$ cat src/core/ppu_defs.vh
`ifndef PPU_DEFS_VH
`define PPU_DEFS_VH

`define PPU_A_DATA 8'h1c
`define PPU_A_CMD 8'h1d
`define PPU_B_DATA 8'h1e
`define PPU_B_CMD 8'h1f

`define PPU_MODE_OUT 2'h0
`define PPU_MODE_IN 2'h1
`define PPU_MODE_BIDIR 2'h2
`define PPU_MODE_BIT 2'h3

`define PPU_CODE_MODE 4'hf
`define PPU_CODE_DIS 4'h3
`define PPU_CODE_ICTL 2'h1

`define PPU_BIT_ENA 7
`define PPU_BIT_ANDF 0
`define PPU_BIT_LVL 1
`define PPU_BIT_MASKF 4

`define PPU_EXP_NONE 2'h0
`define PPU_EXP_DIR 2'h1
`define PPU_EXP_MASK 2'h2

`define PPU_RST_MODE 2'h1
`define PPU_RST_BYTE 8'hff
`define PPU_RST_VEC 8'h00
`define PPU_UNMAPPED 8'h00

`endif

$ cat src/core/ppu_top.v
`timescale 1ns/1ps
`default_nettype none
`include "ppu_defs.vh"

module ppu_top #(
  parameter BUF_AW = 1
) (
  input wire CLOCK,
  input wire SYS_RST,
  input wire [7:0] IO_ADDR,
  input wire [7:0] IO_WDATA,
  input wire IO_WR,
  input wire IO_RD,
  output reg [7:0] IO_RDATA,
  output wire IO_WR_READY,
  output wire [1:0] INT_REQ,
  input wire INT_ACK,
  output reg [7:0] INT_VECTOR,
  input wire [15:0] PORT_IN,
  output wire [15:0] PORT_OUT,
  output wire [15:0] PORT_OE_N,
  output wire [1:0] READY,
  input wire [1:0] PERIPHERAL_STROBE_IN_N
);

  localparam DEPTH = 1 << BUF_AW;

  wire [15:0] rd_val;
  wire [15:0] vec_all;
  wire [1:0] wr_ready;
  wire [1:0] ack_p;

  ////////////////////////////////////////////////////////////////////////////
  // Interrupt acknowledge: port A has priority over port B

  assign ack_p[0] = INT_ACK & INT_REQ[0];
  assign ack_p[1] = INT_ACK & ~INT_REQ[0] & INT_REQ[1];

  always @(posedge CLOCK) begin
    if (SYS_RST) begin
      INT_VECTOR <= `PPU_RST_VEC;
    end else if (INT_ACK) begin
      INT_VECTOR <= INT_REQ[0] ? vec_all[7:0] : vec_all[15:8];
    end
  end

  ////////////////////////////////////////////////////////////////////////////
  // Register read port

  always @(posedge CLOCK) begin
    if (SYS_RST) begin
      IO_RDATA <= `PPU_UNMAPPED;
    end else if (IO_RD) begin
      case (IO_ADDR)
        `PPU_A_DATA: IO_RDATA <= rd_val[7:0];
        `PPU_B_DATA: IO_RDATA <= rd_val[15:8];
        default: IO_RDATA <= `PPU_UNMAPPED;
      endcase
    end
  end

  // Write-only command registers are always ready; data writes wait on a full buffer only in output and bidirectional modes
  assign IO_WR_READY = (IO_ADDR == `PPU_A_DATA) ? wr_ready[0] :
                       (IO_ADDR == `PPU_B_DATA) ? wr_ready[1] : 1'b1;

  ////////////////////////////////////////////////////////////////////////////
  // Per-port logic

  genvar p;
  generate
    for (p = 0; p < 2; p = p + 1) begin : g_port
      localparam [7:0] DATA_ADDR = (p == 0) ? `PPU_A_DATA : `PPU_B_DATA;
      localparam [7:0] CMD_ADDR = (p == 0) ? `PPU_A_CMD : `PPU_B_CMD;
      // Cut to the counter's width on purpose; depth always fits in BUF_AW+1 bits
      localparam [BUF_AW:0] FULL_CNT = DEPTH[BUF_AW:0];

      reg [1:0] mode_q;
      reg [7:0] dir_q;
      reg [7:0] mask_q;
      reg [7:0] vec_q;
      reg [7:0] out_q;
      reg [1:0] expect_q;
      reg ie_q;
      reg andf_q;
      reg lvl_q;
      reg pend_q;
      reg [7:0] pin_s1_q;
      reg [7:0] pin_s2_q;
      reg [7:0] pin_s3_q;
      reg [7:0] pin_f_q;
      reg stb_s1_q;
      reg stb_s2_q;
      reg stb_s3_q;
      reg stb_f_q;
      reg [7:0] fmem [0:DEPTH-1];
      reg [BUF_AW-1:0] wp_q;
      reg [BUF_AW-1:0] rp_q;
      reg [BUF_AW:0] cnt_q;

      wire cmd_wr = IO_WR && (IO_ADDR == CMD_ADDR);
      wire data_wr = IO_WR && (IO_ADDR == DATA_ADDR);
      wire data_rd = IO_RD && (IO_ADDR == DATA_ADDR);
      wire mode_wr = cmd_wr && (expect_q == `PPU_EXP_NONE) && (IO_WDATA[3:0] == `PPU_CODE_MODE);
      wire [7:0] pin_d = PORT_IN[8*p +: 8];
      wire stb_next = (stb_s2_q == stb_s3_q) ? stb_s3_q : stb_f_q;
      wire stb_rise = ~stb_f_q & stb_next;
      wire is_bit = (mode_q == `PPU_MODE_BIT);
      wire is_in = (mode_q == `PPU_MODE_IN);
      wire is_drv = (mode_q == `PPU_MODE_OUT) || (mode_q == `PPU_MODE_BIDIR);
      wire full = (cnt_q == FULL_CNT);
      wire empty = (cnt_q == {(BUF_AW+1){1'b0}});
      wire [7:0] head = fmem[rp_q];
      // strobe end is a finished transfer
      wire push = is_in ? (stb_rise && !full) : (is_drv && data_wr && !full);
      wire pop = is_in ? (data_rd && !empty) : (is_drv && stb_rise && !empty);
      wire [7:0] watched = dir_q & ~mask_q;
      wire [7:0] hit = ~(pin_f_q ^ {8{lvl_q}}) & watched;
      wire cond = andf_q ? ((hit == watched) && (watched != 8'h00)) : (hit != 8'h00);

      ////////////////////////////////////////////////////////////////////////
      // Pin synchronisers; a change counts once stages two and three agree

      always @(posedge CLOCK) begin
        if (SYS_RST) begin
          pin_s1_q <= 8'h00;
          pin_s2_q <= 8'h00;
          pin_s3_q <= 8'h00;
          pin_f_q <= 8'h00;
          stb_s1_q <= 1'b1;
          stb_s2_q <= 1'b1;
          stb_s3_q <= 1'b1;
          stb_f_q <= 1'b1;
        end else begin
          pin_s1_q <= pin_d;
          pin_s2_q <= pin_s1_q;
          pin_s3_q <= pin_s2_q;
          pin_f_q <= (pin_s3_q & ~(pin_s2_q ^ pin_s3_q)) | (pin_f_q & (pin_s2_q ^ pin_s3_q));
          stb_s1_q <= PERIPHERAL_STROBE_IN_N[p];
          stb_s2_q <= stb_s1_q;
          stb_s3_q <= stb_s2_q;
          stb_f_q <= stb_next;
        end
      end

      ////////////////////////////////////////////////////////////////////////
      // Command word sequencer

      always @(posedge CLOCK) begin
        if (SYS_RST) begin
          mode_q <= `PPU_RST_MODE;
          dir_q <= `PPU_RST_BYTE;
          mask_q <= `PPU_RST_BYTE;
          vec_q <= `PPU_RST_VEC;
          expect_q <= `PPU_EXP_NONE;
          ie_q <= 1'b0;
          andf_q <= 1'b0;
          lvl_q <= 1'b0;
        end else if (cmd_wr) begin
          case (expect_q)
            `PPU_EXP_DIR: begin
              dir_q <= IO_WDATA;
              expect_q <= `PPU_EXP_NONE;
            end
            `PPU_EXP_MASK: begin
              mask_q <= IO_WDATA;
              expect_q <= `PPU_EXP_NONE;
            end
            default: begin
              if (IO_WDATA[3:0] == `PPU_CODE_MODE) begin
                mode_q <= IO_WDATA[7:6];
                expect_q <= (IO_WDATA[7:6] == `PPU_MODE_BIT) ? `PPU_EXP_DIR : `PPU_EXP_NONE;
              end else if (IO_WDATA[3:2] == `PPU_CODE_ICTL) begin
                ie_q <= IO_WDATA[`PPU_BIT_ENA];
                andf_q <= IO_WDATA[`PPU_BIT_ANDF];
                lvl_q <= IO_WDATA[`PPU_BIT_LVL];
                expect_q <= IO_WDATA[`PPU_BIT_MASKF] ? `PPU_EXP_MASK : `PPU_EXP_NONE;
              end else if (IO_WDATA[3:0] == `PPU_CODE_DIS) begin
                ie_q <= IO_WDATA[`PPU_BIT_ENA];
              end else if (!IO_WDATA[0]) begin
                vec_q <= IO_WDATA;
              end
            end
          endcase
        end
      end

      ////////////////////////////////////////////////////////////////////////
      // DEPTH-entry buffer (1 << BUF_AW, two at BUF_AW=1); a full buffer drops READY or IO_WR_READY, and a word that arrives while full is discarded

      always @(posedge CLOCK) begin
        if (SYS_RST || mode_wr) begin
          wp_q <= {BUF_AW{1'b0}};
          rp_q <= {BUF_AW{1'b0}};
          cnt_q <= {(BUF_AW+1){1'b0}};
        end else begin
          if (push) begin
            wp_q <= wp_q + 1'b1;
          end
          if (pop) begin
            rp_q <= rp_q + 1'b1;
          end
          cnt_q <= cnt_q + {{BUF_AW{1'b0}}, push} - {{BUF_AW{1'b0}}, pop};
        end
      end

      always @(posedge CLOCK) begin
        if (push) begin
          fmem[wp_q] <= is_in ? pin_f_q : IO_WDATA;
        end
      end

      always @(posedge CLOCK) begin
        if (SYS_RST) begin
          out_q <= 8'h00;
        end else if (data_wr && is_bit) begin
          out_q <= IO_WDATA;
        end
      end

      ////////////////////////////////////////////////////////////////////////
      // Interrupt request; a strobe in the acknowledge cycle wins over the clear

      always @(posedge CLOCK) begin
        if (SYS_RST) begin
          pend_q <= 1'b0;
        end else if (stb_rise && !is_bit) begin
          pend_q <= 1'b1;
        end else if (ack_p[p] || mode_wr) begin
          pend_q <= 1'b0;
        end
      end

      assign INT_REQ[p] = ie_q & (is_bit ? cond : pend_q);
      assign vec_all[8*p +: 8] = vec_q;

      ////////////////////////////////////////////////////////////////////////
      // Pins and host view

      assign READY[p] = is_in ? !full : (is_drv && !empty);
      assign wr_ready[p] = !(is_drv && full);
      assign PORT_OUT[8*p +: 8] = is_bit ? out_q : head;
      assign PORT_OE_N[8*p +: 8] = is_bit ? dir_q :
                                   (mode_q == `PPU_MODE_OUT) ? 8'h00 :
                                   (mode_q == `PPU_MODE_BIDIR && !stb_f_q) ? 8'h00 : 8'hff;
      assign rd_val[8*p +: 8] = is_bit ? ((pin_f_q & dir_q) | (out_q & ~dir_q)) :
                                (mode_q == `PPU_MODE_BIDIR) ? pin_f_q : head;
    end
  endgenerate

endmodule // ppu_top

`default_nettype wire

$ cat config.mk
export PLATFORM = sky130hd
export DESIGN_NAME = ppu_top
export DESIGN_NICKNAME = d
export VERILOG_FILES = /design/src/core/ppu_top.v
export VERILOG_INCLUDE_DIRS = /design/src /design/src/core
export SDC_FILE = /design/constraint.sdc
export NUM_CORES = 1
export LEC_CHECK = 0
export ABC_CLOCK_PERIOD_IN_PS = 2900
export BUFFER_PORTS_ARGS = -buffer_cell sky130_fd_sc_hd__buf_2
export CAP_MARGIN = 0
export CORE_MARGIN = 3
export CORE_UTILIZATION = 30
export CTS_BUF_LIST = sky130_fd_sc_hd__clkbuf_4
export CTS_CLUSTER_DIAMETER = 40
export DETAILED_ROUTE_END_ITERATION = 10
export PLACE_DENSITY_LB_ADDON = 0.12
export RECOVER_POWER = 100
export SLEW_MARGIN = 40
export SYNTH_ARGS = -nofsm -noshare
export SYNTH_HDL_FRONTEND = slang
export SYNTH_SLANG_ARGS = --single-unit
export TNS_END_PERCENT = 1
$ cat constraint.sdc
create_clock -name CLOCK -period 2.9 [get_ports CLOCK]
set_clock_uncertainty 0.15 [all_clocks]
set_input_delay 0.58 -clock CLOCK [delete_from_list [all_inputs] [get_ports CLOCK]]
set_output_delay 0.58 -clock CLOCK [all_outputs]
set_load 0.02 [all_outputs]
== Word-level counts from Yosys, hierarchy flattened ==
Memory sizes are Yosys's and may differ from the RTL's. A register that Yosys moved wholly into a read port is not among the register bits.
Cells that the tools add are included.
W data, S select, Z words.

* Bitwise gates (word level): 44
* $add $sub $neg: 8
* Mux-type cells: 50
* Equality and inequality tests: 24
* Reduce and logical (&&, ||, !) cells: 81

{| class="wikitable"
|+ Operators by type and width
! kind !! count
|-
| $mux W8 || 15
|-
| $and A8 B8 Y8 || 12
|-
| $not A8 Y8 || 8
|-
| $logic_and A1 B1 Y1 || 34
|-
| $eq A8 B5 Y1 const B || 4
|-
| $or A8 B8 Y8 || 4
|-
| $reduce_bool A8 Y1 || 4
|-
| $xor A8 B8 Y8 || 4
|-
| $mux W1 || 29
|-
| $eq A2 B2 Y1 const B || 9
|-
| $eq A8 B8 Y1 || 2
|-
| $pmux W8 S2 || 1
|-
| $reduce_and A4 Y1 || 4
|-
| $logic_not A2 Y1 || 6
|-
| $reduce_and A2 Y1 || 6
|-
| $reduce_and A6 Y1 || 2
|-
| $eq A2 B1 Y1 const B || 5
|-
| $logic_not A1 Y1 || 10
|-
| $mux W2 || 5
|-
| $not A1 Y1 || 9
|-
| $and A1 B1 Y1 || 7
|-
| $logic_or A1 B1 Y1 || 6
|-
| $reduce_and A3 Y1 || 2
|-
| $reduce_bool A2 Y1 || 3
|-
| 8 further kinds || 16
|}

* Flip-flop bits (word level): 174
* Memories kept: 2
* RAM bits: 32

{| class="wikitable"
|+ Memories
! memory !! depth !! bits a word !! read ports !! clocked after Yosys merged registers in !! wr ports !! line !! RTL
|-
| g_port[0].fmem || 2 || 8 || 1 || 1 || 1 || ppu_top.v:95 || <nowiki>reg [7:0] fmem [0:DEPTH-1];</nowiki>
|-
| g_port[1].fmem || 2 || 8 || 1 || 1 || 1 || ppu_top.v:95 ||
|}

== Longest topological paths before layout ==
* Word-level depth: 14
* Gate-level depth with buffers: 12
* Mapped depth without buffers: 11

== Least setup slack after synthesis ==
Ideal clock, no wire load.

* Path type: input to register
* Start: in IO_ADDR[5]
* End: reg g_port[1].cnt_q[1]
* Arrival: 2.799 ns
* Setup slack: -0.167 ns
* Stages: 12
* Data required time: 2.632 ns
* Cells stage by stage: or4b_4 nor4_1 buf_2 a31oi_1 nor2_1 inv_1 ha_1 inv_1 ha_1 xor2_1 xnor2_1 nor2_1

* Word-level cells in the longest chain between the ends: 7
* Elaborated cells between the ends (all ways): 15

{| class="wikitable"
|+ Ends and longest elaborated chain
! what !! line !! RTL
|-
| from (decl) || ppu_top.v:10 || <nowiki>input wire [7:0] IO_ADDR,</nowiki>
|-
| $eq A8 B5 Y1 || ppu_top.v:101, ppu_top.v:102 ||
|-
| $logic_and A1 B1 Y1 || ppu_top.v:101 || <nowiki>wire data_wr = IO_WR && (IO_ADDR == DATA_ADDR);</nowiki>
|-
| $logic_and A1 B1 Y1 (2 in series) || ppu_top.v:114 || <nowiki>wire push = is_in ? (stb_rise && !full) : (is_drv && data_wr && !full);</nowiki>
|-
| $mux W1 || ppu_top.v:114 ||
|-
| $add A2 B1 Y2 || ppu_top.v:202 || <nowiki>cnt_q <= cnt_q + {{BUF_AW{1'b0}}, push} - {{BUF_AW{1'b0}}, pop};</nowiki>
|-
| $sub A2 B1 Y2 || ppu_top.v:202 ||
|-
| to (signal assigned) || ppu_top.v:194 || <nowiki>cnt_q <= {(BUF_AW+1){1'b0}};</nowiki>
|-
| to (signal assigned) || ppu_top.v:202 ||
|-
| to (decl) || ppu_top.v:98 || <nowiki>reg [BUF_AW:0] cnt_q;</nowiki>
|}

Parallel ways exist; a longest one is shown, timed or not.
A chain may end at the register's enable or synchronous reset.

== Worst setup path after layout ==
* Start: reg g_port[1].dir_q[3]
* End: out INT_REQ[1]

* Word-level cells in the longest chain between the ends: 7
* Elaborated cells between the ends (all ways): 9

{| class="wikitable"
|+ Ends and longest elaborated chain
! what !! line !! RTL
|-
| from (decl) || ppu_top.v:78 || <nowiki>reg [7:0] dir_q;</nowiki>
|-
| from (signal assigned) || ppu_top.v:151 || <nowiki>dir_q <= `PPU_RST_BYTE;</nowiki>
|-
| $and A8 B8 Y8 * || ppu_top.v:116 || <nowiki>wire [7:0] watched = dir_q & ~mask_q;</nowiki>
|-
| $and A8 B8 Y8 || ppu_top.v:117 || <nowiki>wire [7:0] hit = ~(pin_f_q ^ {8{lvl_q}}) & watched;</nowiki>
|-
| $eq A8 B8 Y1 || ppu_top.v:118 || <nowiki>wire cond = andf_q ? ((hit == watched) && (watched != 8'h00)) : (hit != 8'h00);</nowiki>
|-
| $logic_and A1 B1 Y1 || ppu_top.v:118 ||
|-
| $mux W1 * || ppu_top.v:118 ||
|-
| $mux W1 * || ppu_top.v:233 || <nowiki>assign INT_REQ[p] = ie_q & (is_bit ? cond : pend_q);</nowiki>
|-
| $and A1 B1 Y1 * || ppu_top.v:233 ||
|-
| to (decl) || ppu_top.v:16 || <nowiki>output wire [1:0] INT_REQ,</nowiki>
|}

Mark *: on every way between the ends. The rest lies on a longest branch, timed or not.

==> run metrics <==
Async S/R FF share, synth 0%; first-pass GRT wire length 42100 um; most frequent cells in the layout dfxtp_1, nor2_1, nand2_1; min cycle time layout 3.13 ns; synthesized area per cell 9.43 um2; Clock Path Buffers 3; peak supply drop 0.197 mV; Slew Viols, Final 39; net count after synthesis 1013; maxcap violations 1; DP Wirelength 18500 um; Seq/Total Area, Yosys 49.1%; Post-synth EDFFs 32; final design area excluding fillers 11400 um2; Worst setup SP type flop; setup TNS -0.517 ns; Cells after DPL 1448; drt pass-1 iters 5; Pwr Density 522 nW/um2; H-tree depth 2; row cnt 63; GRT overflow 0; final design utilization 38.3%; Post-synth top flop dfxtp_1; CP max FO 4; commonest non-fill, non-tap cell in the layout dfxtp_1; synth warn 0; Setup-failing EPs final 4; largest net degree at the start of global routing 106; Horiz. Die Dim 180 um; Final nets 1195; Cell Area, Placed 10300 um2; drt drc 0; CTS tree built; period utilization 108%; RSZ-0062 raised after global routing yes; critical path arrival 2.40 ns; IO Pins 92; DIE AREA 32400 um2; initial antenna violation count 2; ANT nets after route 0; CTS root buf clkbuf_4; Sink Count 207; CTS Buf Count 59; initial DRC count 387; failing checks max-capacitance violations, max-slew violations, negative setup slack; layout cells sized above 1 22.7%; total track usage 16.2%; routability congestion estimate 0.834; Synth Register Bits 207; WL/cell 16.9 um; clk_lat worst skew 0.67 ns; achievable frequency 0.320 GHz; vias in the first global route 7394; Pleak 0.00450 uW; Netlist cell types 62; port bufs 90; Worst Path Required 2.17 ns; Hold Path Class input port to flop; Core Box Area 29800 um2; area delta synth->final 25.5%; vias per inst 4.69; Non-Filler Instances 1585; Fin. Hold Viols 0; status complete, but fails checks; initial core utilization 30.5%; DR vias 7441; Mapped Area 9090 um2; final worst setup slack -0.229 ns; Max-Slew Margin vs Limit -12.7%; routed wire length 26800 um; DIE HEIGHT 180 um; Least-Margin Pin Slew 1.69 ns; Worst-path clk slew 0.06 ns; nature of the critical path endpoint output pin; Setup Crit Path Kind flop to output pin; WHS 0.155 ns; Post-Syn Instances 964
==> cell families (layout without fill, tap and decap cells) <==
group / after synthesis / after routing / synth area share [%]
AOI/OAI and AO/OA: 173 / 173 / 12.4
DFF: 207 / 207 / 49.1
muxes: 73 / 73 / 8.15
adders and majority gates: 10 / 10 / 1.38
xor gates and xnor gates: 16 / 16 / 1.62
and+or+nand+nor: 404 / 404 / 23.6
other: 1 / 2 / 0.0412
buffers and inverters: 80 / 310 / 3.71
==> timing repair <==
action	in CTS	in global routing
hold buffers	18	0
setup buffers	8	0
gates cloned	1	0
pin swaps	12	5
endpoints found under the setup margin	4	8
endpoints found under the hold margin	18	0
gates resized for setup	38	8
==> metal layers <==
layer  global-route usage, %  vias up  routed length, um
li1                        -     3745                  -
met1                    23.5     3470              13400
met2                    24.1      181              11500
met3                    3.63       43               1390
met4                    4.94        2                505
met5                       0        -                 20
==> registers in the layout, summed over array words and instances (netlist names), 4 cells and up, named ones only <==
| signal | cells |
|---|---|
| INT_VECTOR | 7 |
| IO_RDATA | 8 |
| g_port.cnt_q | 4 |
| g_port.dir_q | 16 |
| g_port.expect_q | 4 |
| g_port.fmem | 32 |
| g_port.mask_q | 16 |
| g_port.mode_q | 4 |
| g_port.out_q | 16 |
| g_port.pin_s1_q | 16 |
| g_port.pin_s2_q | 16 |
| g_port.pin_s3_q | 16 |
| g_port.vec_q | 14 |
==> final timing paths <==
check	from	endpoint	slack, ns	cells past startpoint
setup / recovery	g_port[1].dir_q[3]	INT_REQ[1]	-0.23	8
hold / removal	IO_WDATA[2]	g_port[1].mask_q[2]	0.16	3
setup reg to reg	g_port[0].lvl_q	INT_VECTOR[2]	0.41	8
hold reg to reg	g_port[1].stb_s1_q	g_port[1].stb_s2_q	0.28	1
==> worst max-delay path: stages (launching register included) <==
cell	delay, ns
dfxtp_1	0.34
buf_4	0.13
inv_1	0.09
o21ai_0	0.32
nor4_4	0.07
a311o_1	0.29
o211ai_1	0.21
buf_4	0.17
buf_6	0.11
==> area by class of cell <==
| cell class | instances | area (um2) |
|---|---|---|
| Timing Repair Buffer | 178 | 1150 |
| Clock buffer | 93 | 698 |
| Clock inverter | 16 | 90.1 |
| Antenna cell | 1 | 2.50 |
| Inverter | 23 | 86.3 |
| Multi-Input combinational cell | 677 | 4420 |
| Fill cell | 3111 | 18400 |
| Tap cell | 390 | 488 |
| Sequential cell | 207 | 4480 |
==> cells in the mapped netlist (3+ instances only) <==
cell	count	area, um2
nor4_1	5	31.3
o31ai_1	3	22.5
a21oi_1	41	205
nand2b_1	27	169
xor2_1	8	70.1
nor2b_1	62	388
a211oi_1	10	75.1
o22ai_1	5	31.3
nor3b_1	5	37.5
and2_1	9	56.3
a211o_1	7	61.3
mux2_2	8	90.1
o21a_1	13	97.6
nor2_1	107	402
o21bai_1	3	22.5
xnor2_1	7	61.3
inv_1	23	86.3
a21boi_0	4	30.0
or2_2	7	43.8
dfxtp_1	175	3500
nand2_1	106	398
clkbuf_1	37	139
o21ai_0	42	210
a32oi_1	16	140
a31oi_1	8	50.1
nand3b_1	36	270
edfxtp_1	32	961
ha_1	10	125
and3_1	3	18.8
a311oi_1	7	61.3
buf_2	14	70.1
mux2i_1	65	651
or3b_2	6	52.6
nand3_1	14	70.1
==> through the flow <==
step	power [uW]	setup WS (ns)
4_1_cts	6100	-0.262
3_3_place_gp	3250	-0.0562
2_1_floorplan	3150	-0.0216
3_5_place_dp	3250	-0.0713
5_1_grt	6260	-0.352
6_report	5950	-0.229
==> power by group <==
group | internal [uW] | switching [uW]
Clock | 1540 | 1230
Combinational | 82.9 | 139
Sequential | 2940 | 18.7
Total | 4560 | 1390
(Power assumes the default switching activity.)
